## src/inc/rfcs_pkg.sv

```systemverilog
// Operation
// - Word at physical 0x016, user word 0x002
// - Power-up fetches word, configures features
// - Word readable always, any protection state
// - Guard/permanence both zero: all writable
// - Permanently unprotected: writable OPEN or SECURED
// - Guarded: air side writable only in SECURED state; serial port always
// - Both set: every write refused
// - Bit 0 enables pointer auto-advance
// - Every accepted write updates protection pair too
// - Multiword enable takes effect after power cycle
// - Block size field gives 2^n words
// - Wrapped flag set by wrap; zero clears
// - Wrap restarts at 0x006; never with auto-protect
`default_nettype none

package rfcs_pkg;
    localparam logic [9:0] PHYS_ADDR = 10'h016;
    localparam logic [9:0] USER_ADDR = 10'h002;
    localparam logic [9:0] WRAP_START = 10'h006;
    localparam int BIT_GUARD = 15;
    localparam int BIT_PERM = 14;
    localparam int BIT_MWE = 7;
    localparam int BSZ_HI = 6;
    localparam int BSZ_LO = 4;
    localparam int BIT_WRAPPED = 3;
    localparam int BIT_WRAP_EN = 2;
    localparam int BIT_AUTO_PROT = 1;
    localparam int BIT_ADV = 0;
    localparam logic [15:0] RESERVED_MASK = 16'h3f00;
    localparam logic [15:0] UNPROG_WORD = 16'h00e0;

    typedef enum logic [1:0] {
        RFCS_LOAD = 2'b01,
        RFCS_RUN = 2'b10
    } rfcs_state_t;
endpackage : rfcs_pkg

`default_nettype wire

```

## src/inc/rfcs_guard_if.sv

```systemverilog
`default_nettype none

interface rfcs_guard_if;
    logic guard;
    logic perm;
    logic from_air;
    logic secured;
    logic accept;

    modport check (
        input guard,
        input perm,
        input from_air,
        input secured,
        output accept
    );
    modport user (
        output guard,
        output perm,
        output from_air,
        output secured,
        input accept
    );
endinterface : rfcs_guard_if

`default_nettype wire

```

## src/core/rfcs_guard.sv

```systemverilog
`default_nettype none

// Decides whether a write may land, from the stored protection pair
module rfcs_guard (
    rfcs_guard_if.check g
);
    always_comb begin
        case ({g.guard, g.perm})
            2'b00: g.accept = 1'b1;
            2'b01: g.accept = 1'b1;
            // Serial port has no access state, so only the air side is held to SECURED
            2'b10: g.accept = !g.from_air || g.secured;
            default: g.accept = 1'b0;
        endcase
    end
endmodule : rfcs_guard

`default_nettype wire

```

## src/core/rfcs_csw.sv

```systemverilog
`default_nettype none

module rfcs_csw (
    // Clock and reset
    input wire logic clock,
    input wire logic arst_n,
    // Power-up fetch from nonvolatile memory
    input wire logic nvm_load_valid,
    input wire logic [15:0] nvm_load_data,
    // Write-through to nonvolatile memory
    output logic nvm_wr_en,
    output logic [15:0] nvm_wr_data,
    // Word access from air side or serial port
    input wire logic req,
    input wire logic req_serial,
    input wire logic req_wr,
    input wire logic [9:0] req_addr,
    input wire logic [15:0] req_wdata,
    input wire logic secured,
    output logic rsp_valid,
    output logic rsp_err,
    output logic [15:0] rsp_rdata,
    // Working pointer events
    input wire logic unaddr_write,
    input wire logic pointer_at_last,
    input wire logic [9:0] working_pointer,
    input wire logic [9:0] check_addr,
    output logic pointer_advance,
    output logic pointer_wrap,
    output logic check_protected,
    // Configuration outputs
    output logic ready,
    output logic multiword_write_enable,
    output logic [2:0] user_block_size,
    output logic [7:0] block_words,
    output logic pointer_wrap_enable,
    output logic auto_protect_enable,
    output logic pointer_auto_advance,
    output logic pointer_wrapped_flag
);
    // ------------------------------------------------------------
    // Functions
    // ------------------------------------------------------------
    function automatic logic [15:0] clean(input logic [15:0] w);
        clean = w & ~rfcs_pkg::RESERVED_MASK;
    endfunction : clean

    function automatic logic [7:0] words_of(input logic [2:0] bsz);
        words_of = 8'(8'h01 << bsz);
    endfunction : words_of

    // ------------------------------------------------------------
    // State
    // ------------------------------------------------------------
    rfcs_pkg::rfcs_state_t state, next_state;
    logic [15:0] word, next_word;
    logic next_mwe, next_rsp_valid, next_rsp_err, next_nvm_wr_en;
    logic [15:0] next_rsp_rdata, next_nvm_wr_data;
    logic next_advance, next_wrap, next_prot;
    logic hit, run, wrap_evt, wr_ok;

    rfcs_guard_if gif ();

    rfcs_guard u_guard (
        .g(gif.check)
    );

    assign gif.guard = word[rfcs_pkg::BIT_GUARD];
    assign gif.perm = word[rfcs_pkg::BIT_PERM];
    assign gif.from_air = !req_serial;
    assign gif.secured = secured;

    assign run = (state == rfcs_pkg::RFCS_RUN);
    assign hit = req_serial ? (req_addr == rfcs_pkg::PHYS_ADDR) : (req_addr == rfcs_pkg::USER_ADDR);
    assign wr_ok = run && req && hit && req_wr && gif.accept;
    assign wrap_evt = run && unaddr_write && pointer_at_last && word[rfcs_pkg::BIT_WRAP_EN]
        && word[rfcs_pkg::BIT_ADV] && !word[rfcs_pkg::BIT_AUTO_PROT];

    // ------------------------------------------------------------
    // Next values
    // ------------------------------------------------------------
    always_comb begin
        next_state = state;
        next_word = word;
        next_mwe = multiword_write_enable;
        next_rsp_valid = 1'b0;
        next_rsp_err = 1'b0;
        next_rsp_rdata = rsp_rdata;
        next_nvm_wr_en = 1'b0;
        next_nvm_wr_data = nvm_wr_data;
        case (state)
            rfcs_pkg::RFCS_LOAD: begin
                if (nvm_load_valid) begin
                    next_word = clean(nvm_load_data);
                    // Only captured here, so later writes need a power cycle
                    next_mwe = nvm_load_data[rfcs_pkg::BIT_MWE];
                    next_state = rfcs_pkg::RFCS_RUN;
                end
            end
            rfcs_pkg::RFCS_RUN: begin
                if (req && hit) begin
                    next_rsp_valid = 1'b1;
                    next_rsp_rdata = word;
                    if (req_wr && !gif.accept) begin
                        next_rsp_err = 1'b1;
                    end
                end
                if (wr_ok) begin
                    // Word lands with reserved bits cleared, protection pair included
                    next_word = clean(req_wdata);
                    // Writes can only clear the wrapped flag
                    next_word[rfcs_pkg::BIT_WRAPPED] = req_wdata[rfcs_pkg::BIT_WRAPPED]
                        && word[rfcs_pkg::BIT_WRAPPED];
                end
                // Set beats a clear in the same cycle
                if (wrap_evt) begin
                    next_word[rfcs_pkg::BIT_WRAPPED] = 1'b1;
                end
                if (wr_ok || wrap_evt) begin
                    next_nvm_wr_en = 1'b1;
                    next_nvm_wr_data = next_word;
                end
            end
            default: next_state = rfcs_pkg::RFCS_LOAD;
        endcase
        next_advance = run && unaddr_write && word[rfcs_pkg::BIT_ADV];
        next_wrap = wrap_evt;
        next_prot = word[rfcs_pkg::BIT_AUTO_PROT] && (check_addr < working_pointer);
    end

    // ------------------------------------------------------------
    // Registers
    // ------------------------------------------------------------
    always_ff @(posedge clock or negedge arst_n) begin
        if (!arst_n) begin
            state <= rfcs_pkg::RFCS_LOAD;
            word <= rfcs_pkg::UNPROG_WORD;
            multiword_write_enable <= 1'b0;
            rsp_valid <= 1'b0;
            rsp_err <= 1'b0;
            rsp_rdata <= 16'h0000;
            nvm_wr_en <= 1'b0;
            nvm_wr_data <= 16'h0000;
            pointer_advance <= 1'b0;
            pointer_wrap <= 1'b0;
            check_protected <= 1'b0;
        end else begin
            state <= next_state;
            word <= next_word;
            multiword_write_enable <= next_mwe;
            rsp_valid <= next_rsp_valid;
            rsp_err <= next_rsp_err;
            rsp_rdata <= next_rsp_rdata;
            nvm_wr_en <= next_nvm_wr_en;
            nvm_wr_data <= next_nvm_wr_data;
            pointer_advance <= next_advance;
            pointer_wrap <= next_wrap;
            check_protected <= next_prot;
        end
    end

    // Field views: ready comes from the state flip-flops, block_words from its own register, the rest straight from the word flip-flops
    assign ready = state[1];
    assign user_block_size = word[rfcs_pkg::BSZ_HI:rfcs_pkg::BSZ_LO];
    assign pointer_wrap_enable = word[rfcs_pkg::BIT_WRAP_EN];
    assign auto_protect_enable = word[rfcs_pkg::BIT_AUTO_PROT];
    assign pointer_auto_advance = word[rfcs_pkg::BIT_ADV];
    assign pointer_wrapped_flag = word[rfcs_pkg::BIT_WRAPPED];

    logic [7:0] bw_q;
    always_ff @(posedge clock or negedge arst_n) begin
        if (!arst_n) begin
            bw_q <= 8'h40;
        end else begin
            bw_q <= words_of(next_word[rfcs_pkg::BSZ_HI:rfcs_pkg::BSZ_LO]);
        end
    end
    assign block_words = bw_q;
endmodule : rfcs_csw

`default_nettype wire

```

## config.mk

```make
export PLATFORM = sky130hd
export DESIGN_NAME = rfcs_csw
export DESIGN_NICKNAME = d
export VERILOG_FILES = /design/src/inc/rfcs_pkg.sv /design/src/inc/rfcs_guard_if.sv /design/src/core/rfcs_guard.sv /design/src/core/rfcs_csw.sv
export SDC_FILE = /design/constraint.sdc
export NUM_CORES = 1
export LEC_CHECK = 0
export BUFFER_PORTS_ARGS = -buffer_cell sky130_fd_sc_hd__buf_2
export CORE_UTILIZATION = 45
export CTS_BUF_LIST = sky130_fd_sc_hd__clkbuf_4 sky130_fd_sc_hd__clkbuf_8
export DETAILED_ROUTE_END_ITERATION = 16
export PLACE_DENSITY_LB_ADDON = 0.05
export SYNTH_ARGS = -nofsm -noshare
export SYNTH_HDL_FRONTEND = slang
export SYNTH_HIERARCHICAL = 1
export SYNTH_SLANG_ARGS = --single-unit
```

## constraint.sdc

```tcl
create_clock -name clock -period 2.01 [get_ports clock]
set_input_delay 0 -clock clock [delete_from_list [all_inputs] [get_ports clock]]
set_output_delay 0 -clock clock [all_outputs]
set_load 0.01 [all_outputs]
```

---- After elaboration in Yosys (flattened, before gate mapping) ----
Index checks and enable logic that the tools add are counted.
operators by class
  add/sub/neg operators ................... 0
  multiply operators ...................... 0
  div/mod/pow operators ................... 0
  order comparisons ....................... 1
  equal/unequal tests ..................... 7
  shift operators ......................... 1
  multiplexer cells ....................... 15
  bitwise operators ....................... 1
  reductions and logical operators ........ 26
operators by type and width
  cell                                                               count
  16-bit 2-to-1 mux                                                  2
  16-bit case mux with 2 select lines                                1
  1-bit logical AND                                                  14
  10-bit by 2-bit == test with 1-bit output, second input constant   1
  10-bit by 5-bit == test with 1-bit output, second input constant   1
  10-bit less-than comparator                                        1
  2-bit AND reduction                                                5
  1-bit 2-to-1 mux                                                   9
  1-bit by 3-bit left shift with 8-bit output, first input constant  1
  2-bit by 1-bit == test with 1-bit output, second input constant    2
  2-bit == test, second input constant                               2
  2-bit case mux with 2 select lines                                 1
  1-bit zero test                                                    2
  2-bit zero test                                                    1
  1-bit logical OR                                                   2
  2-bit 2-to-1 mux                                                   1
  2-bit != test, second input constant                               1
  1-bit case mux with 2 select lines                                 1
  2-bit nonzero test                                                 1
  2-bit OR reduction                                                 1
  1-bit NOT                                                          1
word-level totals
  flip-flop bits (word level) ............. 65
  latch bits .............................. 0
  RAM bits ................................ 0
  bits in read-only memories .............. 0
  input port bits ......................... 71
  output and inout bits ................... 55
  logic and storage cells ................. 64
  memories ................................ 0

---- Longest topological paths before layout ----
Gate-level depths: netlist of the first run.
  depth in word-level cells ............... 9
  depth in mapped cells ................... 9
  depth with buffers taken out ............ 8

---- Hierarchy ----
Netlist of the first run, hierarchy kept.
by module, submodules not included
  module      instances  cells an instance  area each (um^2)  seq. area each (um^2)
  rfcs_csw    1          275                2987.9            1632.8
  rfcs_guard  1          2                  11.3              0.0

---- Worst setup path before layout of the first run ----
OpenSTA, ideal clock, no wires.
  path kind ............................... register -> register
  start point ............................. reg state[0]
  end point ............................... reg rsp_rdata[10]
  setup time .............................. 128 ps
  data arrival time ....................... 1762 ps
  data required time ...................... 1882 ps
  slack ................................... 120 ps
  cell stages (with the launch flop) ...... 8
  buffers on the path ..................... 2
  clock period less this slack ............ 1890 ps
  path through ............................ dfstp_2 inv_1 ha_1 buf_2 o2111a_4 nand2_2 buf_2 mux2_1
on the way
  word-level cells in the longest chain between the ends .. 2
ends and longest elaborated chain
  what                           RTL line         RTL
  from (decl)                    rfcs_csw.sv:55   rfcs_pkg::rfcs_state_t state, next_state;
  from (signal assigned)         rfcs_csw.sv:136  state <= rfcs_pkg::RFCS_LOAD;
  from (signal assigned)         rfcs_csw.sv:148  state <= next_state;
  2-bit == test                  rfcs_csw.sv:91   case (state)
  2-bit AND reduction (no line)  --
  to (signal assigned)           rfcs_csw.sv:153  rsp_rdata <= next_rsp_rdata;
  to (decl)                      rfcs_csw.sv:22   output logic [15:0] rsp_rdata,
No other way between the ends.
A chain may end at the register's enable or synchronous reset.

---- Worst setup path after layout of the first run ----
  start point ............................. reg state[0]
  end point ............................... reg bw_q[2] (netlist: block_words[2])
on the way
  word-level cells in the longest chain between the ends .. 8
  elaborated cells on any way between the ends .. 9
  classes of those cells .................. eq/ne (2); shift (1); mux (2); reduce/logical (4)
ends and longest elaborated chain
  what                                             RTL line                        RTL
  2-bit == test                                    rfcs_csw.sv:73, rfcs_csw.sv:91
  1-bit logical AND (4 in series)                  rfcs_csw.sv:75                  assign wr_ok = run && req && hit && req_wr && gif.accept;
  16-bit 2-to-1 mux                                rfcs_csw.sv:108                 if (wr_ok) begin
  16-bit case mux with 2 select lines (*)          rfcs_csw.sv:91
  net next_word[6]                                 rfcs_csw.sv:56                  logic [15:0] word, next_word;
  1-bit by 3-bit left shift with 8-bit output (*)  rfcs_csw.sv:49                  words_of = 8'(8'h01 << bsz);
  to (signal assigned)                             rfcs_csw.sv:175                 bw_q <= words_of(next_word[rfcs_pkg::BSZ_HI:rfcs_pkg::BSZ_LO]);
  to (decl)                                        rfcs_csw.sv:170                 logic [7:0] bw_q;
The timed path passes the listed nets; every way through them passes the cells marked *.

==> results of run 1 <==
==> layout make-up <==
class / instances / share of cell area [%]
timing repair buffer: 147 / 21.8
inverter: 20 / 1.81
clock buffer: 10 / 3.32
clock inverter: 6 / 1.60
tap: 77 / 2.32
sequential: 65 / 39.3
multi-input combinational: 178 / 29.8
==> worst max path at each step <==
stage | slack [ps] | depth (start not counted) | from | endpoint
after global routing | -10 | 6 | state[1] | block_words[0]
final | 110 | 6 | state[0] | block_words[2]
after floorplan | 120 | 7 | state[0] | rsp_rdata[10]
after global placement | 60 | 6 | state[0] | word[0]
after detailed placement | 10 | 6 | state[0] | word[15]
after CTS | 2 | 7 | state[0] | block_words[3]
==> state kept, by name (all words and copies together), names as in the netlist <==
signal                  flops
block_words                 8
check_protected             1
multiword_write_enable      1
nvm_wr_data                16
nvm_wr_en                   1
pointer_advance             1
pointer_wrap                1
rsp_err                     1
rsp_rdata                  16
rsp_valid                   1
state                       2
word                       16
==> cells in the final DEF (no fill, tap or decap), types with 9 or more instances in the layout <==
master	synthesis	final
buf_2	3	113
dfrtp_1	60	60
nand2_1	32	32
dlygate4sd3_1	0	19
inv_1	18	18
nand3_1	16	15
nor2_1	15	15
buf_4	3	12
clkbuf_8	0	10
ha_1	11	9
==> what timing repair did <==
item,in CTS,in global routing
endpoints found under the setup margin,0,32
hold buffers,19,0
hold endpoints to repair,38,0
resized for setup,0,6
==> through the flow <==
stage	std cells	setup TNS, ps	total power (µW)	cell area (µm²)
after floorplan	277	0	2370	3000
after global placement	468	0	2820	3740
after detailed placement	468	0	2830	3740
after CTS	503	0	4030	4130
after global routing	503	-26.0	4280	4150
final	503	0	4030	4150
==> worst max-delay path: stages, from the launching register on <==
cell	delay, ps
dfstp_2	530
ha_2	290
a21o_1	260
a22oi_1	190
and3_1	270
inv_2	80
nor3_1	190
==> cell families after synthesis <==
group / after synthesis / share of synthesized area, %
AO/OA/AOI/OAI: 51 / 12.8
adder cells (fa/ha/maj): 11 / 4.59
buffers and inverters: 34 / 5.01
flip-flops: 65 / 54.4
multiplexers: 16 / 6.01
AND/OR/NAND/NOR: 100 / 17.2
==> per-layer routing <==
metal / GRT usage, % / wire [µm] / up-vias
met5: 0 / 0 / -
met4: 6.93 / 124 / 0
met3: 5.84 / 427 / 17
met2: 33.3 / 3330 / 107
met1: 31.8 / 3530 / 1207
li1: - / - / 1263
==> synth_stat cells (2+ instances only) <==
master    count
a21o_1        3
a21oi_1       8
a221o_1       6
a22o_1        6
a22oi_1       2
a31oi_1       7
and2_1        8
and3_1        9
buf_1         2
buf_2         3
buf_4         3
clkbuf_1      5
dfrtp_1      60
dfstp_2       5
ha_1         11
inv_1        18
inv_2         2
mux2_1        8
mux2_2        8
nand2_1      32
nand2b_1      2
nand3_1      16
nand4_1       3
nor2_1       15
nor2b_1       3
nor3_1        5
o211ai_1      4
o21ai_0       6
==> power by group through the flow <==
stage / clock, µW / combinational, µW / sequential (µW)
4_1_cts: 1160 / 1220 / 1650
6_report: 1130 / 1250 / 1650
3_5_place_dp: 0 / 1160 / 1670
2_1_floorplan: 0 / 680 / 1690
3_3_place_gp: 0 / 1150 / 1670
5_1_grt: 1220 / 1380 / 1680
==> impl_results.md, run 1 <==
- Status: finished, final reports clean
- Iteration-0 DRC Markers: 130
- Max clock buf depth: 2
- CTS tree: done
- Sw frac: 33.4%
- Hold slack: 8.12 ps
- Htree depth: 3
- Synth-to-Final Area Change: 38.4%
- Number of synthesized flops with an enable pin: 0
- DP Wirelength: 5300 µm
- Comb pwr share: 31.0%
- N_diodes: 0
- Required @ worst endpoint: 2260 ps
- Worst Hold Depth: 4
- Initial antenna violation count: 0
- Crit path time final: 1900 ps
- Mapped cell area: 0.00300 mm²
- DRT Wirelength: 7410 µm
- Hold path start: nvm_load_data[2]
- Yosys top cell area share: 50.1%
- Num CTS Buffers: 9
- R2R Setup Slk: 110 ps
- Via count: 2594
- Synth top area cells: dfrtp_1 (50%), ha_1 (4.6%), dfstp_2 (4.4%), nand2_1 (4.0%), mux2_1 (3.0%)
- Slew Limit Fails: 0
- Final setup fails: 0
- Core Footprint: 0.00639 mm²
- Residual DRC count: 0
- DRT antenna net count: 0
- Power Internal: 2680 µW
- I/O pins: 126
- Reg power frac: 41.0%
- Peak Freq: 527 MHz
- Clock network power share: 28.0%
- Hold Path End: word[2]
- Nets: 503
- Switch Pwr: 1350 µW
- Clk slew on worst S/H paths: 70 ps
- Dominant cell type by area after synthesis: dfrtp_1
- Last weighted congestion value of the routability-driven placer: 0.822
- Via/cell ratio: 5.16
- Prevailing post-synth register cell: dfrtp_1
- Synthesis-stage register bit count: 65
- Num Clock Sinks: 65
- Initial core utilization: 47.0%
- Global route overflow: 0
- Share of cells above drive strength 1: 39.9%
- Mapped Nets: 359
- Ys async rst share: 100%
- Crit. End Element: register
- R2r startpoint: state[0]
- Die area: 0.00699 mm²
- Slew HR: 57.6%
- Critical path class: reg2reg
- Die Width: 83.6 µm
- Final hold vios: 0
- Largest net degree at the start of global routing: 40
- Root buf cell: clkbuf_8
- Max Cap Violations: 0
- Vias in the first global route: 2385
- CP Max Fanout: 6
- Die Y: 83.6 µm
- Worst min path class: in2reg
- CP Launch Type: register
- LEAKAGE: 0.00235 µW
- FF-to-FF path depth: 6
- Routed WL per cell: 14.7 µm
- Final core occ: 65.0%
- Period utilisation layout: 94.3%
- Worst Setup Slack, final: 114 ps
- Gate Count Post-Synth: 277
- IO Port Bufs: 113
- Setup bufs post-CTS: 0
- Row cnt: 29
- 1st-pass router iterations: 4
- First-pass GRT wire length: 12100 µm
- RSZ-0062 raised after global routing: yes
- Multi-input gate area: 0.00124 mm²
- Syn Area/Cell: 10.8 µm²
- Netlist cell types: 45
- Critical path data arrival time: 2140 ps
- Pwr dens: 971 mW/mm²
- Yosys warns: 6
- Fill cells: 537
- Register area: 0.00163 mm²
- Sequential area share after synthesis: 54.4%
- DP Worst Slack: 14.3 ps
- Critical R2R Capture: block_words[2]
- Worst-margin pin slew: 635 ps
- Worst skew pair latency: 340 ps
- Final Skew: 9.66 ps
- Max VDD drop: 0.631 mV
- Total track usage: 22.2%
No activity file was read; power rests on OpenSTA's default activity.
==> inputs of run 2 (changes only) <==
ABC_AREA = 1   (was not set)
MAX_ROUTING_LAYER = met4   (was not set)
==> run 2 against run 1 <==
Sequential cell count is the same. Setup slack gained 58 ps. Worst hold slack lost 15 ps. Critical path depth grew 7. Sequential power grew 6%. The flow now finishes with violations (negative hold slack). Total power grew 26%.
==> impl_results.md, run 2 <==
- Slew HR: 63.3%
- Failing checks: negative hold slack
- Netlist cell types: 32
- Initial core utilization: 46.8%
- Peak Freq: 544 MHz
- Crit. End Element: register
- Iteration-0 DRC Markers: 112
- Status: finished, violations left
- Die Width: 83.5 µm
- Prevailing post-synth register cell: dfrtp_1
- Syn Area/Cell: 8.96 µm²
- Biggest regs: nvm_wr_data: 16 flops, rsp_rdata: 16 flops, word: 16 flops
- Residual DRC count: 0
- CTS tree: done
- Finished Cell Area: 0.00406 mm²
- Yosys top cell area share: 50.2%
- R2R Setup Slk: 170 ps
- Mapped Nets: 416
- Pwr dens: 1250 mW/mm²
- Num CTS Buffers: 9
- Synth top cells by count: nand2_1 (81), dfrtp_1 (60), inv_1 (49)
- Required @ worst endpoint: 2240 ps
- LEAKAGE: 0.00228 µW
- RSZ-0062 raised after global routing: no
- Setup_tns: 0 ps
- Worst Setup Slack, final: 172 ps
- Period utilisation layout: 91.5%
- Root buf cell: clkbuf_8
- Hold slack: -6.64 ps
- Commonest cells after routing, fill and taps aside: buf_2 (113), nand2_1 (81), dfrtp_1 (60), inv_1 (49), nor2_1 (30)
- Initial antenna violation count: 0
- Via count: 2658
- Max Cap Violations: 0
- Die area: 0.00698 mm²
- First-pass GRT wire length: 11900 µm
- Max clock buf depth: 2
- DP Wirelength: 5170 µm
- Adder-Cell Fraction of Synth Area: 4.60%
- Gate Count Post-Synth: 334
- Worst setup path endpoint: nvm_wr_data[5]
- Sequential area share after synthesis: 54.6%
- Number of synthesized flops with an enable pin: 0
- Critical path class: reg2reg
- Post-Synth XOR/XNOR Area: 0%
- DP Worst Slack: 67.2 ps
- Post-synthesis compound-gate area fraction: 13.8%
- Num Clock Sinks: 65
- Row cnt: 29
- Commonest non-fill, non-tap cell in the layout: buf_2
- FF-to-FF path depth: 13
- Main combinational cell family by area after synthesis: simple AND/OR/NAND/NOR gates
- Worst min path class: in2reg
- Vias in the first global route: 2533
- Core Footprint: 0.00639 mm²
- 1st-pass router iterations: 4
- DRT Wirelength: 7020 µm
- Most frequent cell after synthesis: nand2_1
- Final core occ: 63.6%
- Multi-input gate area: 0.00112 mm²
- I/O pins: 126
- DRT antenna net count: 0
- CP Max Fanout: 8
- R2r startpoint: state[0]
- Synth top area cells: dfrtp_1 (50%), nand2_1 (10%), inv_1 (6.1%), ha_1 (4.6%), dfstp_2 (4.4%)
- Largest net degree at the start of global routing: 44
- Post-synthesis simple-gate area fraction: 18.4%
- CP Launch Type: register
- Crit path time final: 1840 ps
- Dominant cell type by area after synthesis: dfrtp_1
- IO Port Bufs: 113
- Setup bufs post-CTS: 0
- Final setup fails: 0
- Yosys warns: 6
- Crit-path slowest cell: dfstp_2
- Critical path origin: state[0]
- Slew Limit Fails: 0
- Post-synthesis mux area share: 0%
- Final Skew: 8.57 ps
- Synth-to-Final Area Change: 35.7%
- Share of cells above drive strength 1: 34.5%
- Fill cells: 572
- Ys async rst share: 100%
- Max stage delay on crit path: 370 ps
- Global route overflow: 0
- Worst-margin pin slew: 550 ps
- CP Cell Sequence: inv_1 -> ha_1 -> nand2_1 -> inv_1 -> nand3_2 -> nor2_4 -> nand3_4 -> buf_4 -> nand2_4 -> inv_2 -> buf_4 -> nand2_1 -> o21ai_1
- Synthesis-stage register bit count: 65
- Critical path data arrival time: 2060 ps
- N_diodes: 0
- Critical R2R Capture: nvm_wr_data[5]
- Clk slew on worst S/H paths: 70 ps
- Mapped cell area: 0.00299 mm²
- Routed WL per cell: 12.7 µm
- Worst skew pair latency: 340 ps
- Total track usage: 22.6%
- Max VDD drop: 0.940 mV
- Htree depth: 3
- Register area: 0.00163 mm²
- Die Y: 83.5 µm
- Via/cell ratio: 4.82
- Nets: 552
- Placed cell areas: 0.00371 mm²
- Last weighted congestion value of the routability-driven placer: 0.810
- Final hold vios: 1
## run 2: through the flow
stage,cells,power (µW)
floorplan,334,3160
global placement,524,3820
detailed placement,524,3850
CTS,552,5040
global route,552,5460
finish,552,5070
## run 2: logic make-up (layout without fill, tap and decap cells)
group / after synthesis / count (layout)
AND/OR/NAND/NOR: 128 / 128
AO/OA/AOI/OAI: 67 / 67
flip-flops: 65 / 65
buffers and inverters: 63 / 204
adder cells (fa/ha/maj): 11 / 11
## run 2: worst min-delay path by stage
stage / startpoint / to / slack [ps] / depth (start not counted)
2_1_floorplan: arst_n / block_words[0] / -300 / 0
3_3_place_gp: arst_n / rsp_err / 20 / 1
3_5_place_dp: arst_n / rsp_err / 20 / 1
4_1_cts: req_wdata[0] / nvm_wr_data[0] / 3 / 3
5_1_grt: nvm_load_valid / multiword_write_enable / 30 / 3
6_report: req_wdata[15] / nvm_wr_data[15] / -7 / 5
## run 2: layout make-up
class	count	area share, %
flip-flops and latches	65	40.2
multi-input cells	206	27.6
repair buffers	136	19.8
inverters	52	4.81
clock buffers	12	3.91
well taps	77	2.37
clock inverters	4	1.26
## run 2: worst max-delay path: cells and delay by family, from the launching register on
family / cells / cell delay [ps]
simple gates: 6 / 570
fa+ha+maj: 1 / 180
compound gates: 1 / 60
buf+inv: 5 / 550
flops: 1 / 370
## run 2: repair_timing
action,CTS,global route
endpoints found under the setup margin,0,19
gates resized for setup,0,7
hold buffers,12,0
endpoints found under the hold margin,29,0
## run 2: where the power goes
part,internal (µW),switching (µW)
combinational,868,1280
clock,655,510
sequential,1600,152
## run 2: per-layer routing
metal  track usage, %  up-vias  share of wire [%]
met5                -        -                  0
met1             30.2     1240                 46
met4             8.78        0               0.64
met2             34.6       79                 48
li1                 -     1337                  -
met3             4.15        2                4.7
